File: src/bcpa_pkg.sv
// Purpose: constants and state type for the capture/accumulator block
// Assumes: 32-bit APB data, one word per register
// Notes: all control state resets to zero
package bcpa_pkg;
    // register byte offsets
    localparam logic [7:0] OFS_TCTL = 8'h00;
    localparam logic [7:0] OFS_FSEL = 8'h04;
    localparam logic [7:0] OFS_PROT = 8'h08;
    localparam logic [7:0] OFS_SYS = 8'h0c;
    localparam logic [7:0] OFS_EDGE = 8'h10;
    localparam logic [7:0] OFS_MDCTL = 8'h14;
    localparam logic [7:0] OFS_MDCNT = 8'h18;
    localparam logic [7:0] OFS_TCNT = 8'h1c;
    localparam logic [7:0] OFS_CAP = 8'h20;
    localparam logic [7:0] OFS_HOLD = 8'h40;
    localparam logic [7:0] OFS_ACC = 8'h50;
    localparam logic [7:0] OFS_ACCH = 8'h60;
    localparam logic [7:0] OFS_OCC = 8'h70;
    // field positions
    localparam int TC_EN = 0;
    localparam int TC_PRE = 8;
    localparam int SYS_LATCH_QUEUE_SELECT = 0;
    localparam int SYS_SAT = 1;
    localparam int SYS_CASC = 2;
    localparam int SYS_DSEL = 4;
    localparam int MD_EN = 0;
    localparam int MD_PER = 1;
    localparam int MD_FLAT = 2;
    localparam int MD_PRE = 4;
    // input qualification delays
    localparam int CLK_NS = 40;
    localparam int DLY1_NS = 160;
    localparam int DLY2_NS = 640;
    localparam int DLY3_NS = 2560;
    localparam logic [7:0] DLY1_CYC = 8'((DLY1_NS + CLK_NS - 1) / CLK_NS);
    localparam logic [7:0] DLY2_CYC = 8'((DLY2_NS + CLK_NS - 1) / CLK_NS);
    localparam logic [7:0] DLY3_CYC = 8'((DLY3_NS + CLK_NS - 1) / CLK_NS);

    typedef struct packed {
        logic [7:0] s1;
        logic [7:0] s2;
        logic [7:0] filt;
        logic [7:0][7:0] dcnt;
        logic ten;
        logic [6:0] tpre;
        logic [6:0] tpc;
        logic [15:0] tcnt;
        logic [7:0] fsel;
        logic [7:0] prot;
        logic [15:0] edge_sel;
        logic latch_queue_select;
        logic sat;
        logic [1:0] casc;
        logic [1:0] dsel;
        logic md_en;
        logic md_per;
        logic [3:0] md_pre;
        logic [3:0] md_pc;
        logic [15:0] md_mod;
        logic [15:0] md_cnt;
        logic md_zero;
        logic [7:0][15:0] cap;
        logic [7:0] capf;
        logic [3:0][15:0] hold;
        logic [3:0] holdf;
        logic [3:0][7:0] acc;
        logic [3:0][7:0] acch;
        logic pready;
        logic [31:0] prdata;
        logic pslverr;
    } bcpa_state_s;

    // reset value of the whole state
    localparam bcpa_state_s BCPA_RST_STATE = '0;
endpackage : bcpa_pkg

File: src/bcpa_top.sv
// Purpose: buffered capture channels, pulse accumulators, modulus timebase
// Assumes: pins asynchronous to pclk, APB master with no byte strobes
// Notes: channels 0-3 are the buffered ones
// Operation
// - 16-bit up timer with prescaler
// - eight channels, capture when selected
// - channels 0-3 also have holding registers
// - capture empty after read or latch
// - holding occupied from load until read
// - unbuffered capture, protect keeps full value
// - latch mode copies capture to holding
// - unprotected latch mode always overwrites
// - protect writes only empty registers
// - unprotected queue mode shifts capture into holding
// - queue holding read latches accumulator
// - four 8-bit accumulators with holding
// - saturate bit stops count at max
// - pairs cascade into 16-bit accumulators
// - in latch mode, latch events move and clear accumulators
// - 16-bit down counter, 4-bit prescaler
// - down counter latches periodic or once
// - main prescaler seven bits wide
// - selectable delays reject short pulses
// - function bit 0 capture, 1 compare
`timescale 1ns/10ps
`default_nettype none
module bcpa_top
    import bcpa_pkg::*;
#(
    parameter int CH_COUNT = 8,
    parameter int BUF_COUNT = 4,
    parameter int TPRE_WIDTH = 7,
    parameter int MDPRE_WIDTH = 4
)
(
    input wire logic pclk,
    input wire logic presetn,
    input wire logic psel,
    input wire logic penable,
    input wire logic pwrite,
    input wire logic [7:0] paddr,
    input wire logic [31:0] pwdata,
    output logic [31:0] prdata,
    output logic pready,
    output logic pslverr,
    input wire logic [7:0] capture_pin_in,
    output logic modulus_zero_pulse
);

    bcpa_state_s r;
    bcpa_state_s n;
    logic xfer;
    logic wr;
    logic rd;
    logic latch_ev;
    logic [7:0] edge_v;
    logic [3:0] qx;
    logic [7:0] dly;
    logic [31:0] rdata;
    logic err;
    logic [15:0] pair;
    logic [15:0] pair_n;

    // the packed state fixes these sizes, so any other value is refused
    if (CH_COUNT != 8 || BUF_COUNT != 4 ||
        TPRE_WIDTH != 7 || MDPRE_WIDTH != 4) begin : g_size_check
        $error("bcpa_top: unsupported channel, buffer or prescaler size");
    end

    // delay count for a qualification select code
    function automatic logic [7:0] dly_of(input logic [1:0] sel);
        unique case (sel)
            2'h0: dly_of = 8'h00;
            2'h1: dly_of = DLY1_CYC;
            2'h2: dly_of = DLY2_CYC;
            2'h3: dly_of = DLY3_CYC;
        endcase
    endfunction : dly_of

    // one 8-bit accumulator step, optional saturation
    function automatic logic [7:0] step8(input logic [7:0] v, input logic inc,
                                         input logic sat);
        if (inc && !(sat && v == 8'hff)) begin
            step8 = v + 8'h01;
        end else begin
            step8 = v;
        end
    endfunction : step8

    // next-state logic
    always_comb begin
        n = r;
        n.pready = 1'b0;
        n.md_zero = 1'b0;
        n.pslverr = 1'b0; // error flag lasts one cycle, like ready
        latch_ev = 1'b0;
        qx = 4'h0;
        rdata = 32'h0000_0000;
        err = 1'b0;
        pair = 16'h0000;
        pair_n = 16'h0000;
        // ready high blocks a second take while the master still holds access
        xfer = psel & penable & ~r.pready;
        wr = xfer & pwrite;
        rd = xfer & ~pwrite;

        // two-flop synchronisers on the pins
        n.s1 = capture_pin_in;
        n.s2 = r.s1;

        // pulse qualification: level must hold for the selected delay
        // a glitch shorter than the delay never reaches the edge detector
        dly = dly_of(r.dsel);
        for (int c = 0; c < CH_COUNT; c++) begin
            if (r.s2[c] == r.filt[c]) begin
                n.dcnt[c] = 8'h00;
            end else if (r.dcnt[c] >= dly) begin
                n.filt[c] = r.s2[c];
                n.dcnt[c] = 8'h00;
            end else begin
                n.dcnt[c] = r.dcnt[c] + 8'h01;
            end
        end

        // edge detect, capture channels only
        for (int c = 0; c < CH_COUNT; c++) begin
            edge_v[c] = (n.filt[c] ^ r.filt[c]) & ~r.fsel[c] &
                ((n.filt[c] & r.edge_sel[2*c]) | (~n.filt[c] & r.edge_sel[2*c+1]));
        end

        // main timer with 7-bit prescaler
        if (r.ten) begin
            if (r.tpc == r.tpre) begin
                n.tpc = 7'h00;
                n.tcnt = r.tcnt + 16'h0001;
            end else begin
                n.tpc = r.tpc + 7'h01;
            end
        end

        // modulus down-counter with 4-bit prescaler
        if (r.md_en) begin
            if (r.md_pc == r.md_pre) begin
                n.md_pc = 4'h0;
                if (r.md_cnt == 16'h0000) begin
                    if (r.md_per) begin
                        n.md_cnt = r.md_mod;
                    end
                end else begin
                    n.md_cnt = r.md_cnt - 16'h0001;
                    if (r.md_cnt == 16'h0001) begin
                        latch_ev = 1'b1;
                        n.md_zero = 1'b1;
                    end
                end
            end else begin
                n.md_pc = r.md_pc + 4'h1;
            end
        end

        // register writes
        if (wr) begin
            unique case (paddr)
                OFS_TCTL: begin
                    n.ten = pwdata[TC_EN];
                    n.tpre = pwdata[TC_PRE +: 7];
                end
                OFS_FSEL: n.fsel = pwdata[7:0];
                OFS_PROT: n.prot = pwdata[7:0];
                OFS_SYS: begin
                    n.latch_queue_select = pwdata[SYS_LATCH_QUEUE_SELECT];
                    n.sat = pwdata[SYS_SAT];
                    n.casc = pwdata[SYS_CASC +: 2];
                    n.dsel = pwdata[SYS_DSEL +: 2];
                end
                OFS_EDGE: n.edge_sel = pwdata[15:0];
                OFS_MDCTL: begin
                    n.md_en = pwdata[MD_EN];
                    n.md_per = pwdata[MD_PER];
                    n.md_pre = pwdata[MD_PRE +: 4];
                    if (pwdata[MD_FLAT]) begin
                        latch_ev = 1'b1;
                    end
                end
                OFS_MDCNT: begin
                    n.md_mod = pwdata[15:0];
                    n.md_cnt = pwdata[15:0];
                    n.md_pc = 4'h0;
                    if (pwdata[15:0] == 16'h0000) begin
                        latch_ev = 1'b1;
                    end
                end
                default: ;
            endcase
        end

        // read mux and read side effects
        if (paddr[1:0] != 2'b00) begin
            err = 1'b1;
        end else if (paddr[7:5] == OFS_CAP[7:5]) begin
            rdata = {16'h0000, r.cap[paddr[4:2]]};
            if (rd) begin
                n.capf[paddr[4:2]] = 1'b0;
            end
        end else if (paddr[7:4] == OFS_HOLD[7:4]) begin
            rdata = {16'h0000, r.hold[paddr[3:2]]};
            if (rd) begin
                n.holdf[paddr[3:2]] = 1'b0;
                qx[paddr[3:2]] = ~r.latch_queue_select;
            end
        end else if (paddr[7:4] == OFS_ACC[7:4]) begin
            rdata = {24'h000000, r.acc[paddr[3:2]]};
        end else if (paddr[7:4] == OFS_ACCH[7:4]) begin
            rdata = {24'h000000, r.acch[paddr[3:2]]};
        end else begin
            unique case (paddr)
                OFS_TCTL: rdata = {17'h00000, r.tpre, 7'h00, r.ten};
                OFS_FSEL: rdata = {24'h000000, r.fsel};
                OFS_PROT: rdata = {24'h000000, r.prot};
                OFS_SYS: rdata = {26'h0000000, r.dsel, r.casc, r.sat, r.latch_queue_select};
                OFS_EDGE: rdata = {16'h0000, r.edge_sel};
                OFS_MDCTL: rdata = {24'h000000, r.md_pre, 2'b00, r.md_per, r.md_en};
                OFS_MDCNT: rdata = {16'h0000, r.md_cnt};
                OFS_TCNT: rdata = {16'h0000, r.tcnt};
                OFS_OCC: rdata = {20'h00000, r.holdf, r.capf};
                default: err = 1'b1;
            endcase
        end

        // latch events copy capture into holding
        // latch events are ignored in queue mode, capture order rules there
        if (latch_ev && r.latch_queue_select) begin
            for (int c = 0; c < BUF_COUNT; c++) begin
                if (!r.prot[c]) begin
                    n.hold[c] = r.cap[c];
                    n.holdf[c] = 1'b1;
                    n.capf[c] = 1'b0;
                end else if (n.capf[c] && !n.holdf[c]) begin
                    n.hold[c] = r.cap[c];
                    n.holdf[c] = 1'b1;
                    n.capf[c] = 1'b0;
                end
            end
        end

        // captures: a new load wins over a same-cycle read
        // reading n.capf keeps a same-cycle read or latch visible here
        for (int c = 0; c < CH_COUNT; c++) begin
            if (edge_v[c]) begin
                if (c < BUF_COUNT && !r.latch_queue_select) begin
                    if (!r.prot[c]) begin
                        if (n.capf[c]) begin
                            n.hold[c] = n.cap[c];
                            n.holdf[c] = 1'b1;
                        end
                        n.cap[c] = r.tcnt;
                        n.capf[c] = 1'b1;
                    end else if (!n.capf[c]) begin
                        n.cap[c] = r.tcnt;
                        n.capf[c] = 1'b1;
                    end
                end else if (!r.prot[c] || !n.capf[c]) begin
                    n.cap[c] = r.tcnt;
                    n.capf[c] = 1'b1;
                end
            end
        end

        // accumulators: transfer and clear, then count
        // an edge in the transfer cycle lands in the cleared counter
        for (int c = 0; c < BUF_COUNT; c++) begin
            if (qx[c] || (latch_ev && r.latch_queue_select)) begin
                n.acch[c] = r.acc[c];
                n.acc[c] = 8'h00;
            end
        end
        for (int p = 0; p < 2; p++) begin
            if (r.casc[p]) begin
                pair = {n.acc[2*p+1], n.acc[2*p]};
                pair_n = pair;
                if (edge_v[2*p] && !(r.sat && pair == 16'hffff)) begin
                    pair_n = pair + 16'h0001;
                end
                n.acc[2*p] = pair_n[7:0];
                n.acc[2*p+1] = pair_n[15:8];
            end else begin
                n.acc[2*p] = step8(n.acc[2*p], edge_v[2*p], r.sat);
                n.acc[2*p+1] = step8(n.acc[2*p+1], edge_v[2*p+1], r.sat);
            end
        end

        // APB answer one cycle into the access phase
        if (xfer) begin
            n.pready = 1'b1;
            n.prdata = pwrite ? 32'h0000_0000 : rdata;
            n.pslverr = err;
        end
    end

    // state register
    always_ff @(posedge pclk or negedge presetn) begin
        if (!presetn) begin
            r <= BCPA_RST_STATE;
        end else begin
            r <= n;
        end
    end

    // outputs straight from the state register
    assign prdata = r.prdata;
    assign pready = r.pready;
    assign pslverr = r.pslverr;
    assign modulus_zero_pulse = r.md_zero;

endmodule : bcpa_top
`default_nettype wire

File: config.mk
export PLATFORM = sky130hd
export DESIGN_NAME = bcpa_top
export DESIGN_NICKNAME = d
export VERILOG_FILES = /design/src/bcpa_pkg.sv /design/src/bcpa_top.sv
export SDC_FILE = /design/constraint.sdc
export NUM_CORES = 1
export LEC_CHECK = 0
export BUFFER_PORTS_ARGS = -buffer_cell sky130_fd_sc_hd__buf_2
export CELL_PAD_IN_SITES_DETAIL_PLACEMENT = 0
export CELL_PAD_IN_SITES_GLOBAL_PLACEMENT = 1
export CORE_MARGIN = 10
export CORE_UTILIZATION = 50
export CTS_BUF_LIST = sky130_fd_sc_hd__clkbuf_8
export DETAILED_ROUTE_END_ITERATION = 8
export MAX_ROUTING_LAYER = met4
export PLACE_DENSITY = 0.81
export SLEW_MARGIN = 25
export SYNTH_ARGS = -nofsm -noshare
export SYNTH_HDL_FRONTEND = slang
export SYNTH_SLANG_ARGS = --single-unit
File: constraint.sdc
create_clock -name pclk -period 4.1 [get_ports pclk]
set_clock_uncertainty 0.05 [all_clocks]
set_input_delay 0.82 -clock pclk [delete_from_list [all_inputs] [get_ports pclk]]
set_output_delay 0.82 -clock pclk [all_outputs]
set_load 0.05 [all_outputs]
---- Yosys cells after proc, flatten, opt, wreduce, memory -nomap -nowiden ----
Index checks and enable logic that the tools add are counted.
storage, ports and cells
  memories kept ........................... 0
  register bits ........................... 502
  word-level logic and storage cells ...... 471
  bits in latches ......................... 0
  ROM bits ................................ 0
  output and inout port bits .............. 35
  memory bits (writable) .................. 0
cells by class
  magnitude comparators ................... 12
  divide/modulo/power cells ............... 0
  shift-type cells ........................ 0
  reduce and logical (&&, ||, !) cells .... 79
  eq/ne operators ......................... 40
  multipliers ............................. 0
  add/sub/neg operators ................... 18
  mux-type cells .......................... 192
  bitwise operators ....................... 76
operators with widths
  kind                                                                   count
  16-bit 2-to-1 mux                                                      53
  8-bit 2-to-1 mux                                                       29
  16-bit case mux with 9 select lines                                    1
  8-bit by 1-bit adder with 8-bit output, second input constant          12
  1-bit 2-to-1 mux                                                       83
  36-bit 2-to-1 mux                                                      2
  72-bit 2-to-1 mux                                                      1
  8-bit >= comparator                                                    8
  16-bit by 1-bit adder with 16-bit output, second input constant        3
  16-bit binary-select mux with 3-bit select                             1
  4-bit 2-to-1 mux                                                       10
  1-bit AND                                                              36
  17-bit 2-to-1 mux                                                      2
  34-bit 2-to-1 mux                                                      1
  16-bit binary-select mux with 2-bit select                             1
  8-bit binary-select mux with 2-bit select                              2
  16-bit equality test, second input constant                            2
  8-bit by 5-bit equality test with 1-bit output, second input constant  4
  8-bit equality test, second input constant                             4
  16-bit logical NOT                                                     2
  32-bit 2-to-1 mux                                                      1
  8-bit case mux with 4 select lines                                     1
  1-bit logical NOT                                                      26
  2-bit AND reduction                                                    12
  other kinds (38)                                                       120

---- Longest topological paths before layout ----
Gate-level depths: netlist (run 1).
  depth in word-level cells ............... 20
  mapped depth ............................ 16
  depth with buffers taken out ............ 16

---- Worst setup path before layout (run 1) ----
Ideal clock, no wire load.
  path type ............................... in2reg
  start ................................... input port paddr[4]
  end ..................................... register r[87] in the netlist's numbering
  arrival time ............................ 3942 ps
  path buffers ............................ 3
  required time ........................... 3984 ps
  path slack .............................. 42 ps
  setup time .............................. 66 ps
  stages .................................. 15
  cells stage by stage .................... buf_2 > nor4b_4 > nand3_2 > nor3_1 > nor3_1 > clkbuf_1 > and2_1 > ha_1 > and2_1 > nand3_1 > o21ai_0 > a41o_1 > buf_2 > or4_1 > nand2_1
RTL lines
  element               line             text
  start, declared       bcpa_top.sv:41   input wire logic [7:0] paddr,
  end signal, assigned  bcpa_top.sv:305  r <= n;
  end, declared         bcpa_top.sv:50   bcpa_state_s r;

==> results.yml, run 1 <==
power_and_ir_drop:
  power_density_nw_per_um2: 359
  finalPower_w: 0.00998
  peakVddDrop_uv: 307
  leakage_nw: 13.0
setup_path:
  cp_slowest_cell: "nor4_1"
  crit_start: "pwdata[15]"
  cp_max_fo: 7
  start_kind: "primary input"
  rr_startpoint: "r[303]$_DFF_PN0_"
  crit_chain: "buf_2 > nor4_1 > nand4_1 > buf_4 > a2111oi_4 > buf_4 > nor3_2 > and2_1 > ha_1 > and2_1 > nand3_1 > o21ai_0 > a41o_1 > buf_4 > mux2_2"
  end_kind: "flop"
  reg2regPathDepth: 15
  crit_end: "r[83]$_DFF_PN0_"
  path_class: "primary input to flop"
  cp_data_arrival_time_ns: 4.44
  slowest_delay_ns: 0.87
  crit_top_cell: "buf_4"
  reg2reg_to: "r[94]$_DFF_PN0_"
  cp.required_ns: 4.62
  r2r_slack_ns: 0.34
routing:
  vias: 17600
  drt_iter0_drc: 1465
  via_per_inst: 6.02
  ant_nets: 0
  drc: 0
  post_drt_wl_per_cell_um: 23.3
  wirelength_um: 68000
  first_pass_iters: 5
sta:
  slew_violations: 0
  grt_setup_unrepaired: "false"
  period_minus_slack_ns: 3.92
  hold_viol_final: 0
  setup-tns-final_ns: 0
  worst_hold_slack_ns: 0.0824
  slew_headroom: 0.314
  worstMarginPinSlew_ns: 1.02
  setup_violations: 0
  finalCritPeriodShare: 0.957
  fmax_mhz: 255
floorplanning:
  dieArea_um2: 57900
  fp.dieW_um: 241
  initial_core_util: 0.508
  die_height_um: 241
  row_count: 80
  pin_count: 88
  core_area_um2: 47900
grt:
  grt-busiest-layer: "met2"
  met3_usage: 0.0576
  grt_overflow: 0
  use_met1: 0.317
  grt_max_degree: 89
  grt_pass1_vias: 17900
  gr-usage-all-layers: 0.245
  antenna_found_initial: 0
  grt_pass1_wl_um: 105000
  use_met2: 0.369
synthesis:
  synth_edf_count: 0
  synth_cell_type_count: 86
  seq_area_frac_synth: 0.500
  async_flop_share: 1.00
  synth-main-ff-cell: "dfrtp_1"
  synth_area_um2: 24300
  ys_ff_latch: 486
  avgSynthCellArea_um2: 11.8
  ys_warn_count: 0
  syn_inst: 2062
clocking:
  clkTransAtPathRegs_ns: 0.06
  cts_sinks: 486
  ctsRootBufferMaster: "clkbuf_8"
  cts_max_level: 3
  hold_buffers: 0
  clock_path_buffers: 3
  postCtsResizedCells: 0
  cts_setup_buffers: 0
  clock_latency_ns: 0.71
  numCtsBuffers: 84
  tritoncts: "built"
layout:
  multiInputGateArea_um2: 11400
  syn2layout_area_growth_pct: 14.4
  final_net_count: 2342
  drive_above_1_share: 0.298
  fillers: 3952
  ff_latch_area_um2: 12200
placed_design:
  gp_congestion: 0.940
  io_buffers: 55
  hpwl_um: 47900
worst_hold_path:
  hp-class: "primary input to asynchronous set/reset pin"
run:
  drv_cap: 0
outcome:
  outcome: "completed"
==> logic make-up (layout without fill, tap and decap cells) <==
family | count (synthesis) | count (layout) | share of synthesized area
xor gates and xnor gates | 96 | 96 | 0.0345
and+or+nand+nor | 588 | 588 | 0.121
AOI/OAI and AO/OA | 287 | 287 | 0.0820
adders and majority gates | 50 | 50 | 0.0257
DFF | 486 | 486 | 0.500
buffers and inverters | 187 | 412 | 0.0366
muxes | 367 | 367 | 0.200
other | 1 | 17 | 0.000154
==> cell type report <==
type,count,area share
diodes,1,0.0000899
clock buffers,105,0.0519
clock inverters,44,0.00854
inverters,61,0.00822
multi-input cells,1404,0.409
flip-flops and latches,486,0.437
well taps,615,0.0276
repair buffers,202,0.0581
==> sequential cells by signal, indices dropped and copies added (netlist names) <==
name and cells:
modulus_zero_pulse 1, pslverr 1, n 8, prdata 16, r 459, pready 1
==> cells in the mapped netlist, drive strengths merged, types with 16 or more instances <==
cell | instances | area, µm²
a21oi | 53 | 265
nand3b | 19 | 155
a22o | 20 | 175
dfrtp | 486 | 12200
o21ai | 69 | 360
nand4 | 29 | 181
inv | 61 | 229
nor2 | 134 | 510
nor3 | 33 | 181
a221oi | 17 | 149
nand3 | 65 | 330
and2 | 16 | 100
xnor2 | 52 | 455
buf | 67 | 442
clkbuf | 59 | 221
a22oi | 35 | 263
nand2 | 181 | 679
xor2 | 44 | 385
and3 | 29 | 181
mux2 | 278 | 3170
mux2i | 24 | 240
mux4 | 65 | 1460
ha | 50 | 626
==> through the flow <==
step	area (µm²)	setup slack (ns)	std cells	util
detailed placement	26200	-0.412	2768	0.545
global route	27800	0.0384	2917	0.581
finish	27800	0.178	2918	0.581
floorplan	24400	0.0419	2077	-
CTS	27800	0.306	2917	0.581
global placement	26200	-0.420	2768	0.545
==> how the worst min path moves through the flow <==
stage	endpoint	cells past startpoint
6_report	r[432]$_DFF_PN0_	1
5_1_grt	r[432]$_DFF_PN0_	1
4_1_cts	r[48]$_DFFE_PN0P_	1
3_5_place_dp	r[491]$_DFF_PN0_	0
3_3_place_gp	r[489]$_DFF_PN0_	0
2_1_floorplan	r[486]$_DFF_PN0_	0
==> critical path, delay by kind of cell <==
kind | cells | cell delay (ns)
AND/OR/NAND/NOR | 6 | 1.57
buffers and inverters | 4 | 0.70
adder cells (fa/ha/maj) | 1 | 0.20
AO/OA/AOI/OAI | 3 | 0.89
multiplexers | 1 | 0.26
==> layout by cell type, fill, tap and decap left out, types with 8 or more instances in the layout <==
cell type,count
o21ai_0,63
conb_1,16
o211ai_1,13
and4_1,8
and2_1,16
clkbuf_8,105
a22oi_1,35
a211o_1,14
and3_1,29
a221oi_1,17
xor2_1,44
a31oi_1,12
inv_1,89
nor2_1,131
mux4_2,65
mux2_1,10
nand3_1,64
mux2_4,10
nor4_1,10
nand3b_1,18
nand4_1,29
buf_2,52
mux2_2,258
nand2b_1,10
a22o_1,20
nor2b_1,13
ha_1,50
mux2i_1,24
dfrtp_1,486
xnor2_1,52
nor3_1,28
buf_12,18
nand2_1,181
a21oi_1,53
buf_4,131
==> per-layer routing <==
layer	share of wire	wire [µm]
met4	0.037	2540
met2	0.46	31100
met3	0.075	5120
met1	0.43	29300
met5	0	0
==> power breakdown <==
group / internal, W / total (W) / leakage (nW) / switching (W)
Sequential: 0.00487 / 0.00498 / 6.57 / 0.000106
Combinational: 0.000228 / 0.000616 / 5.50 / 0.000388
Clock: 0.00233 / 0.00439 / 0.978 / 0.00206
Note: power is estimated with default switching activity, not from simulation.
==> run 2, diff against run 1 <==
==> constraint.sdc (replaced) <==
create_clock -name pclk -period 4.2 [get_ports pclk]
set_clock_uncertainty 0.05 [all_clocks]
set_input_delay 0.84 -clock pclk [delete_from_list [all_inputs] [get_ports pclk]]
set_output_delay 0.84 -clock pclk [all_outputs]
set_load 0.05 [all_outputs]
==> results.yml, run 2 (synthesized netlist as in run 1, its figures left out) <==
clocking:
  clock_latency_ns: 0.69
  cts_sinks: 486
  hold_buffers: 0
  cts_setup_buffers: 0
  cts_max_level: 3
  ctsRootBufferMaster: "clkbuf_8"
  postCtsResizedCells: 0
  clkTransAtPathRegs_ns: 0.06
  numCtsBuffers: 84
  clock_path_buffers: 3
  tritoncts: "built"
routing:
  post_drt_wl_per_cell_um: 23.3
  ant_nets: 0
  vias: 17500
  drt_iter0_drc: 1530
  via_per_inst: 6.02
  wirelength_um: 67900
  drc: 0
  first_pass_iters: 7
setup_path:
  reg2reg_to: "r[96]$_DFF_PN0_"
  end_kind: "flop"
  cp_data_arrival_time_ns: 4.50
  path_class: "primary input to flop"
  r2r_slack_ns: 0.32
  rr_startpoint: "r[317]$_DFF_PN0_"
  reg2regPathDepth: 13
  crit_start: "pwdata[15]"
  cp_max_fo: 6
  start_kind: "primary input"
  cp.required_ns: 4.74
  crit_end: "r[96]$_DFF_PN0_"
floorplanning:
  initial_core_util: 0.508
  row_count: 80
  fp.dieW_um: 241
  dieArea_um2: 57900
  pin_count: 88
  core_area_um2: 47900
  die_height_um: 241
layout:
  final_cell_area_um2: 27800
  mostFrequentLayoutCell: "dfrtp_1"
  stdcell_count: 2909
  largest-register: "r"
  syn2layout_area_growth_pct: 14.1
  drive_above_1_share: 0.299
  largest_reg_flops: 459
  layout_common_cells: "dfrtp_1 (486), mux2_2 (258), nand2_1 (181)"
  final_net_count: 2334
run:
  drv_cap: 0
placed_design:
  placed_cell_area_um2: 26000
  dp.cells: 2760
  io_buffers: 55
  gp_congestion: 0.973
  hpwl_um: 47700
  dp_slack_ns: -0.449
sta:
  fin_ws_ns: 0.241
  worstMarginPinSlew_ns: 0.995
  fmax_mhz: 253
  slew_violations: 0
  hold_viol_final: 0
  setup_violations: 0
  slew_headroom: 0.334
  grt_setup_unrepaired: "false"
  period_minus_slack_ns: 3.96
  finalCritPeriodShare: 0.943
power_and_ir_drop:
  power.share.switching: 0.252
  pwr-share-seq: 0.494
  clkPwrFrac: 0.445
  power_density_nw_per_um2: 354
  p_int_w: 0.00736
  switching_power_w: 0.00248
  finalPower_w: 0.00984
  leakage_nw: 13.0
  p_comb_frac: 0.061
  peakVddDrop_uv: 259
worst_hold_path:
  hp-class: "primary input to asynchronous set/reset pin"
grt:
  grt_pass1_wl_um: 106000
  grt_max_degree: 114
  gr-usage-all-layers: 0.246
  grt_pass1_vias: 17800
  antenna_found_initial: 0
  grt_overflow: 0
outcome:
  outcome: "completed"
## run 2: cell types whose count changed in the layout (fill, tap and decap cells not counted), sizes merged
cell and delta:
clkinvlp +1, clkbuf +7, buf -8, inv -11, clkinv +2
## run 2: metrics by stage
| step | TNS, ns | utilization | hold WS (ns) |
|---|---|---|---|
| 2_1_floorplan | 0 | - | 0.281 |
| 3_3_place_gp | -10.57 | 0.543 | 0.287 |
| 3_5_place_dp | -14.05 | 0.543 | 0.289 |
| 4_1_cts | 0 | 0.579 | 0.0781 |
| 5_1_grt | 0 | 0.579 | 0.0997 |
| 6_report | 0 | 0.579 | 0.0926 |
## run 2: worst max-delay path: stages
cell and delay, ns:
buf_2 0.10, nor4_1 0.83, nand4_1 0.21, buf_4 0.21, a2111oi_4 0.38, buf_4 0.19, nor3_1 0.09, and2_1 0.24
ha_1 0.21, nand4_1 0.22, nor2_1 0.06, o211ai_1 0.15, nor4_1 0.09, o21ai_1 0.33, o21ai_0 0.16, a21boi_0 0.18
## run 2: final cells by class
cell class,instances,area [µm²]
inverters,61,229
diodes,1,2.50
repair buffers,194,1510
well taps,615,769
fillers,4014,20200
clock inverters,36,188
flip-flops and latches,486,12200
clock buffers,112,1540
multi-input cells,1404,11400
## run 2: power by group through the flow
stage	logic, W	registers, W	clock network [W]
after floorplan	0.000327	0.00489	0
after CTS	0.000607	0.00486	0.00446
after global placement	0.000592	0.00494	0
after detailed placement	0.000605	0.00494	0
final	0.000603	0.00486	0.00438
after global routing	0.000656	0.00486	0.00471
## run 2: per-layer routing
layer,share of wire,GRT usage
met4,0.039,0.101
met2,0.46,0.368
met5,0,-
met1,0.43,0.327
met3,0.071,0.0470
## run 2: how the worst min path moves through the flow
stage	startpoint	to	slack [ns]	cells past startpoint
final	presetn	n[488]$_DFF_PN0_	0.09	1
after detailed placement	n[490]$_DFF_PN0_	r[490]$_DFF_PN0_	0.29	0
after global placement	n[489]$_DFF_PN0_	r[489]$_DFF_PN0_	0.29	0
after floorplan	n[486]$_DFF_PN0_	r[486]$_DFF_PN0_	0.28	0
after global routing	presetn	n[488]$_DFF_PN0_	0.1	1
after CTS	presetn	n[488]$_DFF_PN0_	0.08	1
==> run 3, diff against run 2 <==
--- a/config.mk
+++ b/config.mk
@@ -8,6 +8,7 @@
 export BUFFER_PORTS_ARGS = -buffer_cell sky130_fd_sc_hd__buf_2
 export CELL_PAD_IN_SITES_DETAIL_PLACEMENT = 0
 export CELL_PAD_IN_SITES_GLOBAL_PLACEMENT = 1
+export CORE_ASPECT_RATIO = 0.6
 export CORE_MARGIN = 10
 export CORE_UTILIZATION = 50
 export CTS_BUF_LIST = sky130_fd_sc_hd__clkbuf_8
==> results.yml, run 3 (synthesized netlist as in run 1, its figures left out) <==
layout:
  largest-register: "r"
  layout_common_cells: "dfrtp_1 (486), mux2_2 (258), nand2_1 (181)"
  syn2layout_area_growth_pct: 13.6
  mostFrequentLayoutCell: "dfrtp_1"
  drive_above_1_share: 0.294
  largest_reg_flops: 459
  final_net_count: 2328
  fillers: 3951
power_and_ir_drop:
  p_int_w: 0.00702
  peakVddDrop_uv: 234
  switching_power_w: 0.00244
  finalPower_w: 0.00946
  p_comb_frac: 0.065
  clkPwrFrac: 0.421
  power_density_nw_per_um2: 342
  pwr-share-seq: 0.514
  power.share.switching: 0.258
  leakage_nw: 12.9
clocking:
  cts_setup_buffers: 0
  tritoncts: "built"
  postCtsResizedCells: 0
  clkTransAtPathRegs_ns: 0.07
  clock_path_buffers: 3
  cts_max_level: 3
  numCtsBuffers: 74
  clock_latency_ns: 0.66
  cts_sinks: 486
  ctsRootBufferMaster: "clkbuf_8"
  hold_buffers: 0
grt:
  grt_pass1_vias: 17900
  grt_max_degree: 85
  antenna_found_initial: 3
  use_met2: 0.352
  gr-usage-all-layers: 0.254
  grt_overflow: 0
  use_met1: 0.360
  grt-busiest-layer: "met1"
  met3_usage: 0.0832
  grt_pass1_wl_um: 111000
sta:
  slew_violations: 0
  finalCritPeriodShare: 0.956
  period_minus_slack_ns: 4.01
  fin_ws_ns: 0.185
  setup-tns-final_ns: 0
  fmax_mhz: 249
  hold_viol_final: 0
  worst_hold_slack_ns: 0.0958
  setup_violations: 0
  grt_setup_unrepaired: "false"
  slew_headroom: 0.282
  worstMarginPinSlew_ns: 1.06
setup_path:
  crit_top_cell: "buf_4"
  reg2reg_to: "r[97]$_DFF_PN0_"
  crit_family: "simple AND/OR/NAND/NOR gates"
  cp_slowest_cell: "nor4_1"
  start_kind: "primary input"
  cp.required_ns: 4.68
  reg2regPathDepth: 12
  cp_data_arrival_time_ns: 4.50
  path_buf_inv: 4
  r2r_slack_ns: 0.23
  slowest_delay_ns: 0.63
  rr_startpoint: "r[313]$_DFF_PN0_"
  path_class: "primary input to flop"
  cp_max_fo: 5
  crit_chain: "buf_2 > nor4_1 > buf_4 > nand4_1 > buf_4 > a2111oi_4 > buf_4 > nor3_2 > and2_1 > ha_1 > and2_1 > nand4_1 > nor2_1 > nor3_1 > and4_1 > o2111ai_1 > xor2_1"
  end_kind: "flop"
routing:
  drt_iter0_drc: 1846
  first_pass_iters: 6
  via_per_inst: 6.11
  wirelength_um: 72200
  vias: 17800
  drc: 0
  post_drt_wl_per_cell_um: 24.7
  ant_nets: 0
floorplanning:
  pin_count: 88
  core_area_um2: 48000
  initial_core_util: 0.507
  row_count: 62
  fp.dieW_um: 305
  dieArea_um2: 58200
  die_height_um: 191
placed_design:
  gp_congestion: 1.00
  dp_slack_ns: -0.426
  io_buffers: 55
  hpwl_um: 51000
worst_hold_path:
  hp-class: "primary input to asynchronous set/reset pin"
run:
  drv_cap: 0
outcome:
  outcome: "completed"
[run 3: cell types whose count changed in the layout (fill, tap and decap cells not counted), sizes merged]
cell,previous run,this run
inv,84,88
clkbuf,112,92
bufinv,0,1
buf,194,198
clkinv,11,8
[run 3: through the flow]
stage	util	cell area [µm²]	std cells
after floorplan	-	24400	2077
after global placement	0.545	26100	2788
after detailed placement	0.545	26100	2788
after CTS	0.575	27600	2918
after global routing	0.576	27700	2920
final	0.576	27700	2920
[run 3: worst max-delay path by stage]
stage,start,endpoint,slack [ns],cells after the start
floorplan,paddr[4],r[87]$_DFF_PN0_,0.12,15
global placement,pwdata[12],r[79]$_DFF_PN0_,-0.39,14
detailed placement,pwdata[12],r[97]$_DFF_PN0_,-0.43,17
CTS,pwdata[12],r[97]$_DFF_PN0_,0.24,17
global route,pwdata[12],r[97]$_DFF_PN0_,0.06,17
finish,pwdata[12],r[97]$_DFF_PN0_,0.19,17
[run 3: worst reg2reg max path: stages, from the launching register on]
cell	delay, ns
dfrtp_1	0.52
nor4_1	0.45
nand4_1	0.26
nor3_1	0.71
nor3_2	0.21
and2_1	0.23
ha_1	0.21
nand4_1	0.23
nor2_1	0.10
nor3_1	0.25
and4_1	0.27
o2111ai_1	0.14
xor2_1	0.20
[run 3: metal layers]
| metal | part of all wire | vias to the layer above | routed length (µm) |
|---|---|---|---|
| met2 | 0.42 | 829 | 30100 |
| met1 | 0.45 | 9112 | 32400 |
| met3 | 0.12 | 126 | 8460 |
| met4 | 0.018 | 0 | 1270 |
| met5 | 0 | - | 0 |
| li1 | - | 7765 | - |
[run 3: cell type report]
class	count	area, µm²	share of cell area
Multi-Input combinational cell	1404	11400	0.411
Tap cell	640	801	0.0290
Timing Repair Buffer	198	1610	0.0582
Sequential cell	486	12200	0.440
Antenna cell	1	2.50	0.0000905
Clock inverter	38	204	0.00738
Clock buffer	92	1270	0.0458
Inverter	61	229	0.00828
[run 3: power by group through the flow]
stage          Combinational (W)  Sequential, W  Clock, W
2_1_floorplan           0.000327        0.00489         0
3_3_place_gp            0.000591        0.00494         0
3_5_place_dp            0.000606        0.00494         0
4_1_cts                 0.000610        0.00486   0.00404
5_1_grt                 0.000669        0.00487   0.00427
6_report                0.000613        0.00487   0.00398
